==> src/verilog/sgm_pkg.sv <==
/*
 * constants for the safeguard and emergency stop monitor.
 * assumes a single 125 MHz system clock; no bus, all bits are ports.
 */
package sgm_pkg;
    // clock rate and documented discrepancy time
    localparam int unsigned SGM_CLK_HZ = 125000000;
    localparam int unsigned SGM_DISC_MS = 2000;
    // cycles for two seconds, a least time so rounded up
    localparam longint unsigned SGM_DISC_CYC_L =
        (longint'(SGM_DISC_MS) * longint'(SGM_CLK_HZ) + 64'd999) / 64'd1000;
    localparam int unsigned SGM_DISC_CYC = int'(SGM_DISC_CYC_L);
    localparam int SGM_CNT_W = 28;
    // supervisor states
    typedef enum logic [2:0] {
        SGM_ST_IDLE,
        SGM_ST_RUN,
        SGM_ST_DECEL,
        SGM_ST_SAFE,
        SGM_ST_ESTOP
    } sgm_state_type;
endpackage

==> src/verilog/sgm_sync.sv <==
/*
 * two flip-flop synchroniser for one pin level.
 * assumes the pin is asynchronous to clk_sys; reset value is a parameter.
 */
`timescale 1ns/1ps
module sgm_sync import sgm_pkg::*; #(
    parameter logic RST_VAL = 1'b0
) (
    // clock and reset
    input wire logic clk_sys,
    input wire logic rst_b,
    // pin and synchronised level
    input wire logic pin,
    output logic level
);
    logic meta; // first stage, read only by level
    logic next_meta;
    logic next_level;

    // next values
    always_comb begin
        next_meta = pin;
        next_level = meta;
    end

    // registers
    always_ff @(posedge clk_sys or negedge rst_b) begin
        if (!rst_b) begin
            meta <= RST_VAL;
            level <= RST_VAL;
        end else begin
            meta <= next_meta;
            level <= next_level;
        end
    end
endmodule

==> src/verilog/sgm_disc.sv <==
/*
 * discrepancy timer for a redundant channel pair.
 * assumes both channels are already synchronised to clk_sys.
 */
`timescale 1ns/1ps
module sgm_disc import sgm_pkg::*; #(
    parameter int unsigned LIMIT = SGM_DISC_CYC
) (
    // clock and reset
    input wire logic clk_sys,
    input wire logic rst_b,
    // channel pair
    input wire logic ch_a,
    input wire logic ch_b,
    // explicit error reset
    input wire logic err_clr,
    // latched critical error
    output logic err
);
    logic [SGM_CNT_W-1:0] cnt; // cycles of continuous disagreement
    logic [SGM_CNT_W-1:0] next_cnt;
    logic next_err;
    localparam logic [SGM_CNT_W-1:0] LIM = SGM_CNT_W'(LIMIT);

    // count while disagreeing, restart on agreement
    always_comb begin
        next_cnt = cnt;
        next_err = err;
        if (ch_a != ch_b) begin
            if (cnt < LIM) begin
                next_cnt = cnt + 1'b1;
            end
        end else begin
            next_cnt = '0;
        end
        if (err_clr) begin
            next_err = 1'b0;
        end
        // set wins over clear
        if ((ch_a != ch_b) && (cnt >= LIM - 1'b1)) begin
            next_err = 1'b1;
        end
    end

    // registers
    always_ff @(posedge clk_sys or negedge rst_b) begin
        if (!rst_b) begin
            cnt <= '0;
            err <= 1'b0;
        end else begin
            cnt <= next_cnt;
            err <= next_err;
        end
    end
endmodule

==> src/verilog/sgm_monitor.sv <==
/*
 * safeguard and emergency stop supervisor: pin synchronisers, two
 * discrepancy timers, latches and the stop sequence.
 * assumes switch contacts arrive as asynchronous levels where 1 means
 * closed; an unconnected input reads 0, the unsafe value.
 */
`timescale 1ns/1ps
module sgm_monitor import sgm_pkg::*; #(
    parameter int unsigned DISC_CYC = SGM_DISC_CYC
) (
    // clock and reset
    input wire logic clk_sys,
    input wire logic rst_b,
    // safety door channels, 1 = door closed
    input wire logic door_ch1,
    input wire logic door_ch2,
    // emergency stop contacts, 1 = contact closed
    input wire logic estop_ch1,
    input wire logic estop_ch2,
    // latch release input, 1 = closed
    input wire logic latch_rel,
    // mode selector and enabling switch
    input wire logic jog_mode,
    input wire logic enable_sw,
    // controller side handshakes
    input wire logic start_req,
    input wire logic motion_active,
    input wire logic decel_done,
    input wire logic err_clr,
    // status and power outputs
    output logic halt,
    output logic paused,
    output logic motor_power,
    output logic high_power,
    output logic low_power,
    output logic op_prohibit,
    output logic dyn_brake,
    output logic door_latched,
    output logic jog_latched,
    output logic door_error,
    output logic estop_error
);
    // synchronised levels
    logic door1_s, door2_s, estop1_s, estop2_s, rel_s, jog_s, en_s;

    // door channel 1, resets to open so nothing is trusted early
    sgm_sync #(.RST_VAL(1'b0)) u_sync_d1 (
        .clk_sys(clk_sys),
        .rst_b(rst_b),
        .pin(door_ch1),
        .level(door1_s)
    );
    // door channel 2
    sgm_sync #(.RST_VAL(1'b0)) u_sync_d2 (
        .clk_sys(clk_sys),
        .rst_b(rst_b),
        .pin(door_ch2),
        .level(door2_s)
    );
    // stop contact 1
    sgm_sync #(.RST_VAL(1'b0)) u_sync_e1 (
        .clk_sys(clk_sys),
        .rst_b(rst_b),
        .pin(estop_ch1),
        .level(estop1_s)
    );
    // stop contact 2
    sgm_sync #(.RST_VAL(1'b0)) u_sync_e2 (
        .clk_sys(clk_sys),
        .rst_b(rst_b),
        .pin(estop_ch2),
        .level(estop2_s)
    );
    // latch release, open keeps the records
    sgm_sync #(.RST_VAL(1'b0)) u_sync_rl (
        .clk_sys(clk_sys),
        .rst_b(rst_b),
        .pin(latch_rel),
        .level(rel_s)
    );
    // mode selector
    sgm_sync #(.RST_VAL(1'b0)) u_sync_jg (
        .clk_sys(clk_sys),
        .rst_b(rst_b),
        .pin(jog_mode),
        .level(jog_s)
    );
    // enabling switch
    sgm_sync #(.RST_VAL(1'b0)) u_sync_en (
        .clk_sys(clk_sys),
        .rst_b(rst_b),
        .pin(enable_sw),
        .level(en_s)
    );

    // discrepancy timers, one per redundant pair
    sgm_disc #(.LIMIT(DISC_CYC)) u_disc_door (
        .clk_sys(clk_sys),
        .rst_b(rst_b),
        .ch_a(door1_s),
        .ch_b(door2_s),
        .err_clr(err_clr),
        .err(door_error)
    );
    sgm_disc #(.LIMIT(DISC_CYC)) u_disc_estop (
        .clk_sys(clk_sys),
        .rst_b(rst_b),
        .ch_a(estop1_s),
        .ch_b(estop2_s),
        .err_clr(err_clr),
        .err(estop_error)
    );

    // a redundant pair counts as open unless both contacts read closed
    function automatic logic pair_open(input logic ch_a, input logic ch_b);
        return !(ch_a && ch_b);
    endfunction

    // derived conditions
    logic door_open; // either channel open counts as open
    logic estop_hit; // either contact open is a stop request
    logic crit_err;
    logic jog_override; // jog mode with enabling switch held
    assign door_open = pair_open(door1_s, door2_s);
    assign estop_hit = pair_open(estop1_s, estop2_s);
    assign crit_err = door_error || estop_error;
    assign jog_override = jog_s && en_s;

    // latched records
    logic next_door_latched, next_jog_latched;

    // set wins over release so a fresh cause is never lost
    always_comb begin
        next_door_latched = door_latched;
        next_jog_latched = jog_latched;
        if (rel_s) begin
            next_door_latched = 1'b0;
            next_jog_latched = 1'b0;
        end
        if (door_open) begin
            next_door_latched = 1'b1;
        end
        if (jog_s) begin
            next_jog_latched = 1'b1;
        end
    end

    // reset latches the door as open: nothing is trusted before release
    always_ff @(posedge clk_sys or negedge rst_b) begin
        if (!rst_b) begin
            door_latched <= 1'b1;
            jog_latched <= 1'b0;
        end else begin
            door_latched <= next_door_latched;
            jog_latched <= next_jog_latched;
        end
    end

    // supervisor state
    sgm_state_type state, next_state;
    logic start_ok; // all conditions for a deliberate start

    // operation allowed with door closed and latch released, or by jog override
    assign start_ok = !estop_hit && !crit_err &&
        ((!door_open && !door_latched && !jog_latched) || jog_override);

    // next state
    always_comb begin
        next_state = state;
        case (state)
            SGM_ST_IDLE: begin
                // only an explicit start request leaves idle
                if (start_req && start_ok) begin
                    next_state = SGM_ST_RUN;
                end
            end
            SGM_ST_RUN: begin
                if (estop_hit || crit_err) begin
                    next_state = SGM_ST_ESTOP;
                end else if (door_open && !jog_override) begin
                    // controlled stop first while moving, power stays on; straight to safe when not moving
                    next_state = motion_active ? SGM_ST_DECEL : SGM_ST_SAFE;
                end
            end
            SGM_ST_DECEL: begin
                if (estop_hit || crit_err) begin
                    next_state = SGM_ST_ESTOP;
                end else if (decel_done) begin
                    next_state = SGM_ST_SAFE;
                end
            end
            SGM_ST_SAFE: begin
                if (estop_hit || crit_err) begin
                    next_state = SGM_ST_ESTOP;
                end else if (!door_open || jog_override) begin
                    // closing the door alone does not restart motion
                    next_state = SGM_ST_IDLE;
                end
            end
            SGM_ST_ESTOP: begin
                if (!estop_hit && !crit_err) begin
                    next_state = SGM_ST_IDLE;
                end
            end
            default: begin
                next_state = SGM_ST_ESTOP;
            end
        endcase
    end

    // state register
    always_ff @(posedge clk_sys or negedge rst_b) begin
        if (!rst_b) begin
            state <= SGM_ST_IDLE;
        end else begin
            state <= next_state;
        end
    end

    // outputs registered from next values so they change on the same edge as the state
    logic next_halt, next_paused, next_power, next_high, next_low;
    logic next_prohibit, next_brake;

    always_comb begin
        next_halt = (next_state != SGM_ST_RUN);
        next_paused = (next_state == SGM_ST_DECEL) || (next_state == SGM_ST_SAFE);
        // power held during controlled deceleration only
        next_power = (next_state == SGM_ST_RUN) || (next_state == SGM_ST_DECEL);
        // high power only with door really closed
        next_high = (next_state == SGM_ST_RUN) && !door_open;
        next_low = (next_state == SGM_ST_RUN) && door_open;
        // door open without jog override keeps prohibit even if jog latch is cleared
        next_prohibit = (door_open && !jog_override) || estop_hit || crit_err;
        next_brake = (next_state == SGM_ST_ESTOP);
    end

    // output registers, safe values out of reset
    always_ff @(posedge clk_sys or negedge rst_b) begin
        if (!rst_b) begin
            halt <= 1'b1;
            paused <= 1'b0;
            motor_power <= 1'b0;
            high_power <= 1'b0;
            low_power <= 1'b0;
            op_prohibit <= 1'b1;
            dyn_brake <= 1'b0;
        end else begin
            halt <= next_halt;
            paused <= next_paused;
            motor_power <= next_power;
            high_power <= next_high;
            low_power <= next_low;
            op_prohibit <= next_prohibit;
            dyn_brake <= next_brake;
        end
    end
endmodule

==> config.mk <==
export PLATFORM = sky130hd
export DESIGN_NAME = sgm_monitor
export DESIGN_NICKNAME = d
export VERILOG_FILES = /design/src/verilog/sgm_pkg.sv /design/src/verilog/sgm_sync.sv /design/src/verilog/sgm_disc.sv /design/src/verilog/sgm_monitor.sv
export SDC_FILE = /design/constraint.sdc
export NUM_CORES = 1
export LEC_CHECK = 0
export ABC_CLOCK_PERIOD_IN_PS = 4500
export BUFFER_PORTS_ARGS = -buffer_cell sky130_fd_sc_hd__buf_4
export CORE_ASPECT_RATIO = 2
export CORE_MARGIN = 1.5
export CORE_UTILIZATION = 57
export CTS_CLUSTER_SIZE = 40
export DETAILED_ROUTE_END_ITERATION = 8
export PLACE_DENSITY_LB_ADDON = 0.12
export SLEW_MARGIN = 20
export SYNTH_ARGS = -nofsm -noshare
export SYNTH_HDL_FRONTEND = slang
export SYNTH_SLANG_ARGS = --single-unit
==> constraint.sdc <==
create_clock -name clk_sys -period 4.5 [get_ports clk_sys]
set_input_delay 0.45 -clock clk_sys [delete_from_list [all_inputs] [get_ports clk_sys]]
set_output_delay 0.45 -clock clk_sys [all_outputs]
set_load 0.01 [all_outputs]
==> results.json, run 1 <==
{
  "drive_above_1_share_pct": 14.7,
  "arrival_ps": 2700,
  "antenna_cells": 0,
  "start_util_pct": 59.2,
  "yosysWarnings": 0,
  "multiInputGateArea_um2": 1930,
  "regArea_um2": 2110,
  "setup_viol": 0,
  "cts_max_level": 3,
  "core-area_um2": 6990,
  "worst-slew-pin-transition_ps": 1030,
  "grt_pass1_wl_um": 13800,
  "path_clk_slew_ps": 60,
  "cp-start-kind": "flop",
  "yosysSeqAreaShare_pct": 50.8,
  "drt_iter0_drc": 206,
  "min_period_over_period_pct": 54.2,
  "fill_cells": 556,
  "routed_wl_um": 8300,
  "finalSetupTns_ps": 0,
  "cts_max_path_buffers": 2,
  "worstSetupStartpoint": "u_disc_estop.cnt[8]",
  "die_y_um": 124,
  "slew_headroom_pct": 31.2,
  "cts.sinks": 84,
  "grt_use_met2_pct": 43.3,
  "power_density_nw_per_um2": 339,
  "vias": 3044,
  "rsz0062_at_grt": "false",
  "final_common_cell": "dfrtp_1",
  "hpwl_um": 5830,
  "die-area_um2": 7820,
  "nets": 435,
  "status": "completed",
  "grtUsageMet3_pct": 4.16,
  "synthArstFlopShare_pct": 100,
  "clkLatencyLatePin_ps": 340,
  "path_cells": "o21a_1 > o311ai_2 > nand3_2 > or3_1 > a21oi_1",
  "grt.total_usage_pct": 23.0,
  "fmax_mhz": 410,
  "hold_ws_ps": 119,
  "synth_nets": 413,
  "avgRoutedWirePerCell_um": 16.2,
  "synthMuxAreaShare_pct": 1.69,
  "max_stage_delay_ps": 830,
  "reg2reg_from": "u_disc_estop.cnt[8]",
  "final_cell_mix": "dfrtp_1, nand2_1, nor2_1, buf_4",
  "syn_inst": 396,
  "synth-seq-cells": 84,
  "ctsRootBufferMaster": "clkbuf_16",
  "cts_setup_buffers": 0,
  "skew_ps": 6.04,
  "area_growth_pct": 12.3,
  "cts_inserted_buffers": 9,
  "grt.busiest_layer": "met2",
  "hold_class": "input pin to async pin",
  "grt_use_met1_pct": 23.3,
  "power_leakage_nw": 2.03,
  "synth_flop_cell": "dfrtp_1",
  "grt_pass1_vias": 3118,
  "yosys.area_share.simple_pct": 26.8,
  "timing.final.ws_setup_ps": 2060,
  "crit_fanout": 11,
  "antenna_found_initial": 0,
  "cp-end-kind": "flop",
  "place_congestion": 0.829,
  "synth_adder_area_share_pct": 1.21,
  "slew_viol_final": 0,
  "ys_types": 55,
  "grt_overflow": 0,
  "viasPerCell": 5.93,
  "grt_max_degree": 85,
  "synth_edf_count": 0,
  "hold_violations": 0,
  "largestRegisters": "u_disc_door.cnt x28, u_disc_estop.cnt x28, state x3",
  "synth-xor-area-share_pct": 5.50,
  "synth_area_um2": 4140,
  "antenna_left": 0,
  "dr.pass1.iters": 4,
  "io_pins": 24,
  "ff2ff_path_depth": 5,
  "num_rows": 43,
  "place_ws_ps": 2070,
  "postCtsResizedCells": 0,
  "hold_buffers": 0,
  "synth_compound_area_share_pct": 11.4,
  "cap_violations": 0,
  "cp.required_ps": 4760,
  "synth_top_family_by_area": "simple AND/OR/NAND/NOR gates",
  "worstSetupPathType": "flop to flop",
  "finalCriticalPeriod_ps": 2440,
  "drc": 0,
  "chipWidth_um": 63.3,
  "vdd_drop_max_mv": 0.332,
  "avgSynthCellArea_um2": 10.5,
  "port_buffers": 23,
  "slowest_stage": "o311ai_2",
  "cts_tree": "done"
}
-- synth_stat cells, types with 5 or more instances --
| library cell | n | area (um^2) |
|---|---|---|
| a21oi_1 | 13 | 65.1 |
| nand3_1 | 19 | 95.1 |
| or3_1 | 8 | 50.1 |
| mux2i_1 | 7 | 70.1 |
| o21a_1 | 5 | 37.5 |
| xor2_1 | 7 | 61.3 |
| clkbuf_1 | 8 | 30.0 |
| and3_1 | 19 | 119 |
| dfrtp_1 | 81 | 2030 |
| nor3_1 | 5 | 25.0 |
| nor4_1 | 5 | 31.3 |
| xnor2_1 | 19 | 166 |
| nand2_1 | 34 | 128 |
| nand2b_1 | 13 | 81.3 |
| and2_1 | 18 | 113 |
| o211ai_1 | 7 | 52.6 |
| o31ai_1 | 8 | 60.1 |
| nor2_1 | 24 | 90.1 |
| nand4_1 | 16 | 100 |
| inv_1 | 9 | 33.8 |
| o21ai_0 | 12 | 60.1 |
-- final timing paths --
check                                        to  slack (ps)
max in group asynchronous             low_power        3830
min in group clk_sys             u_sync_e2.meta         210
max                        u_disc_estop.cnt[18]        2060
min                        u_disc_estop.cnt[12]         120
max reg2reg                u_disc_estop.cnt[18]        2060
min reg2reg                     u_sync_rl.level         350
-- kinds of logic after synthesis --
logic type | Yosys count
AO/OA/AOI/OAI | 65
XOR/XNOR | 26
adder cells (fa/ha/maj) | 4
buffers and inverters | 22
flip-flops | 84
multiplexers | 7
AND/OR/NAND/NOR | 188
-- layer usage --
metal,vias up,share of wire (%)
li1,1469,-
met1,1506,39
met2,49,56
met3,20,2.0
met4,0,3.1
met5,-,0
-- critical path: cells and delay by family (launching register included) --
| kind | cells | cell delay [ps] |
|---|---|---|
| compound gates | 3 | 1200 |
| flops | 1 | 470 |
| simple gates | 2 | 690 |
-- metrics by stage --
step	util, %	power, W	cell area, um^2	std cells
final	66.5	0.00158	4650	513
after floorplan	-	0.000858	4140	396
after detailed placement	62.4	0.000903	4360	497
after global routing	66.5	0.00164	4650	513
after global placement	62.4	0.000899	4360	497
after CTS	66.5	0.00160	4650	513
-- where the power goes --
group	leakage, nW	total [W]	internal (W)	switching (W)
sequential	1.12	0.000790	0.000775	0.0000143
combinational	0.773	0.0000980	0.0000363	0.0000617
clock	0.139	0.000692	0.000383	0.000309
total	2.03	0.00158	0.00119	0.000385
-- cell type report --
cell class / instances / area share [%]
clock buffer: 9 / 4.84
clock inverter: 7 / 1.32
multi-input combinational: 290 / 41.5
timing repair buffer: 24 / 3.95
inverter: 9 / 0.726
sequential: 84 / 45.2
tap: 90 / 2.42
Power figures use the tool's default switching activity.
==> run 2, diff against run 1 <==
--- a/config.mk
+++ b/config.mk
@@ -5,7 +5,7 @@
 export SDC_FILE = /design/constraint.sdc
 export NUM_CORES = 1
 export LEC_CHECK = 0
-export ABC_CLOCK_PERIOD_IN_PS = 4500
+export ABC_CLOCK_PERIOD_IN_PS = 2300
 export BUFFER_PORTS_ARGS = -buffer_cell sky130_fd_sc_hd__buf_4
 export CORE_ASPECT_RATIO = 2
 export CORE_MARGIN = 1.5
==> constraint.sdc (replaced) <==
create_clock -name clk_sys -period 2.3 [get_ports clk_sys]
set_input_delay 0.23 -clock clk_sys [delete_from_list [all_inputs] [get_ports clk_sys]]
set_output_delay 0.23 -clock clk_sys [all_outputs]
set_load 0.01 [all_outputs]
==> run 2 against run 1 <==
  * Clock power increased by 97%
  * Combinational power rose by 130%
  * Critical path type unchanged
  * Sequential power is 95% higher
  * Critical path depth increased by 2
  * Power increased by 98%
==> results.json, run 2 (synthesis results as in run 1) <==
{
  "status": "completed",
  "worstSetupPathType": "flop to flop",
  "cp.required_ps": 2520,
  "antenna_cells": 0,
  "nets": 452,
  "cts_tree": "done",
  "cts_max_path_buffers": 2,
  "hold_class": "input pin to flop",
  "grt_pass1_vias": 3173,
  "slowest_stage": "dfrtp_1",
  "die_y_um": 124,
  "grt_max_degree": 45,
  "port_buffers": 23,
  "avgRoutedWirePerCell_um": 16.4,
  "path_clk_slew_ps": 60,
  "num_rows": 43,
  "finalSetupTns_ps": 0,
  "cp-end-kind": "flop",
  "die-area_um2": 7820,
  "antenna_left": 0,
  "slew_viol_final": 0,
  "ctsRootBufferMaster": "clkbuf_16",
  "finalCriticalPeriod_ps": 2080,
  "worst-slew-pin-transition_ps": 603,
  "drt_iter0_drc": 126,
  "dr.pass1.iters": 6,
  "routed_wl_um": 8680,
  "setup_viol": 0,
  "cp_num_buf_inv": 1,
  "grt.total_usage_pct": 24.0,
  "cts.sinks": 84,
  "io_pins": 24,
  "max_stage_delay_ps": 450,
  "area_growth_pct": 16.8,
  "cts_inserted_buffers": 9,
  "crit_fanout": 11,
  "rsz0062_at_grt": "false",
  "skew_ps": 4.52,
  "antenna_found_initial": 0,
  "drc": 0,
  "final_cell_area_um2": 4840,
  "cp-start-kind": "flop",
  "place_congestion": 0.829,
  "grt_overflow": 0,
  "whs_path_depth": 3,
  "power_density_nw_per_um2": 646,
  "reg2reg_slack_ps": 220,
  "slew_headroom_pct": 59.8,
  "largestRegisters": "u_disc_door.cnt x28, u_disc_estop.cnt x28, state x3",
  "viasPerCell": 5.88,
  "placed_area_um2": 4460,
  "final_cell_mix": "dfrtp_1, nand2_1, buf_4, nor2_1",
  "fmax_mhz": 481,
  "drive_above_1_share_pct": 16.4,
  "path_cells": "nor4b_1 > and3_1 > o311ai_2 > buf_4 > and3_1 > and3_1 > mux2i_1",
  "cp_top_family": "simple AND/OR/NAND/NOR gates",
  "hold_start": "err_clr",
  "final_common_cell": "dfrtp_1",
  "whs_endpoint": "u_disc_door.err",
  "hold_ws_ps": 259,
  "hpwl_um": 6210,
  "hold_violations": 0,
  "core-area_um2": 6990,
  "cts_max_level": 3,
  "cts_setup_buffers": 0,
  "power_leakage_nw": 2.10,
  "reg2reg_from": "u_disc_estop.cnt[24]",
  "path_common_cell": "and3_1",
  "arrival_ps": 2290,
  "cap_violations": 0,
  "fin_total_pwr_w": 0.00313,
  "chipWidth_um": 63.3,
  "grt_pass1_wl_um": 14500,
  "r2r_end": "u_disc_estop.cnt[20]",
  "clkLatencyLatePin_ps": 330,
  "fill_cells": 564,
  "vias": 3118,
  "ff2ff_path_depth": 7,
  "start_util_pct": 59.2,
  "vdd_drop_max_mv": 0.570,
  "min_period_over_period_pct": 90.3
}
run 2: cell types whose count changed in the layout (fill, tap and decap cells not counted), moves of 2 or more:
| cell | before | now |
|---|---|---|
| clkinv_4 | 3 | 0 |
| buf_4 | 23 | 31 |
| clkinvlp_4 | 1 | 3 |
| buf_12 | 0 | 2 |
| dlygate4sd3_1 | 0 | 8 |
run 2: tightest hold or removal path, stage by stage:
cell	delay [ps]
buf_4	110
inv_1	80
a221o_1	140
run 2: worst max path at each step:
stage                                    start                    to  cells after the start
final                     u_disc_estop.cnt[24]  u_disc_estop.cnt[20]                      7
after global routing      u_disc_estop.cnt[24]  u_disc_estop.cnt[20]                      7
after CTS                 u_disc_estop.cnt[17]  u_disc_estop.cnt[20]                      7
after detailed placement  u_disc_estop.cnt[17]  u_disc_estop.cnt[20]                      7
after global placement    u_disc_estop.cnt[17]  u_disc_estop.cnt[20]                      7
after floorplan            u_disc_estop.cnt[8]  u_disc_estop.cnt[13]                      7
run 2: routing by layer:
layer  vias up  global-route usage, %  wire (um)  share of wire (%)
li1       1504                      -          -                  -
met4         0                   13.5        282                3.2
met3        27                   3.52        162                1.9
met2        53                   44.8       4810                 55
met5         -                      0          0                  0
met1      1534                   25.7       3430                 39
run 2: cell type report:
cell class / count / area (um^2) / area share (%)
multi-input cells: 290 / 1950 / 40.2
flip-flops and latches: 84 / 2110 / 43.5
clock inverters: 6 / 47.5 / 0.983
repair buffers: 41 / 353 / 7.29
inverters: 9 / 33.8 / 0.698
clock buffers: 10 / 239 / 4.94
well taps: 90 / 113 / 2.33
run 2: per-stage QoR:
step / worst slack (ps) / util, % / cells
CTS: 87.1 / 69.0 / 530
global placement: 136 / 63.7 / 506
finish: 223 / 69.2 / 530
global route: 68.9 / 69.2 / 530
detailed placement: 88.5 / 63.7 / 506
floorplan: 498 / - / 396
run 2: timing repair:
item,in CTS,in global routing
hold endpoints to repair,47,0
setup endpoints to repair,0,4
gates resized for setup,0,2
hold buffers,8,0
run 2: where the power goes:
part           total (W)  internal, W  switching (W)
registers        0.00154      0.00152      0.0000276
logic           0.000221    0.0000923       0.000128
clock network    0.00136     0.000770       0.000593
total            0.00313      0.00238       0.000749
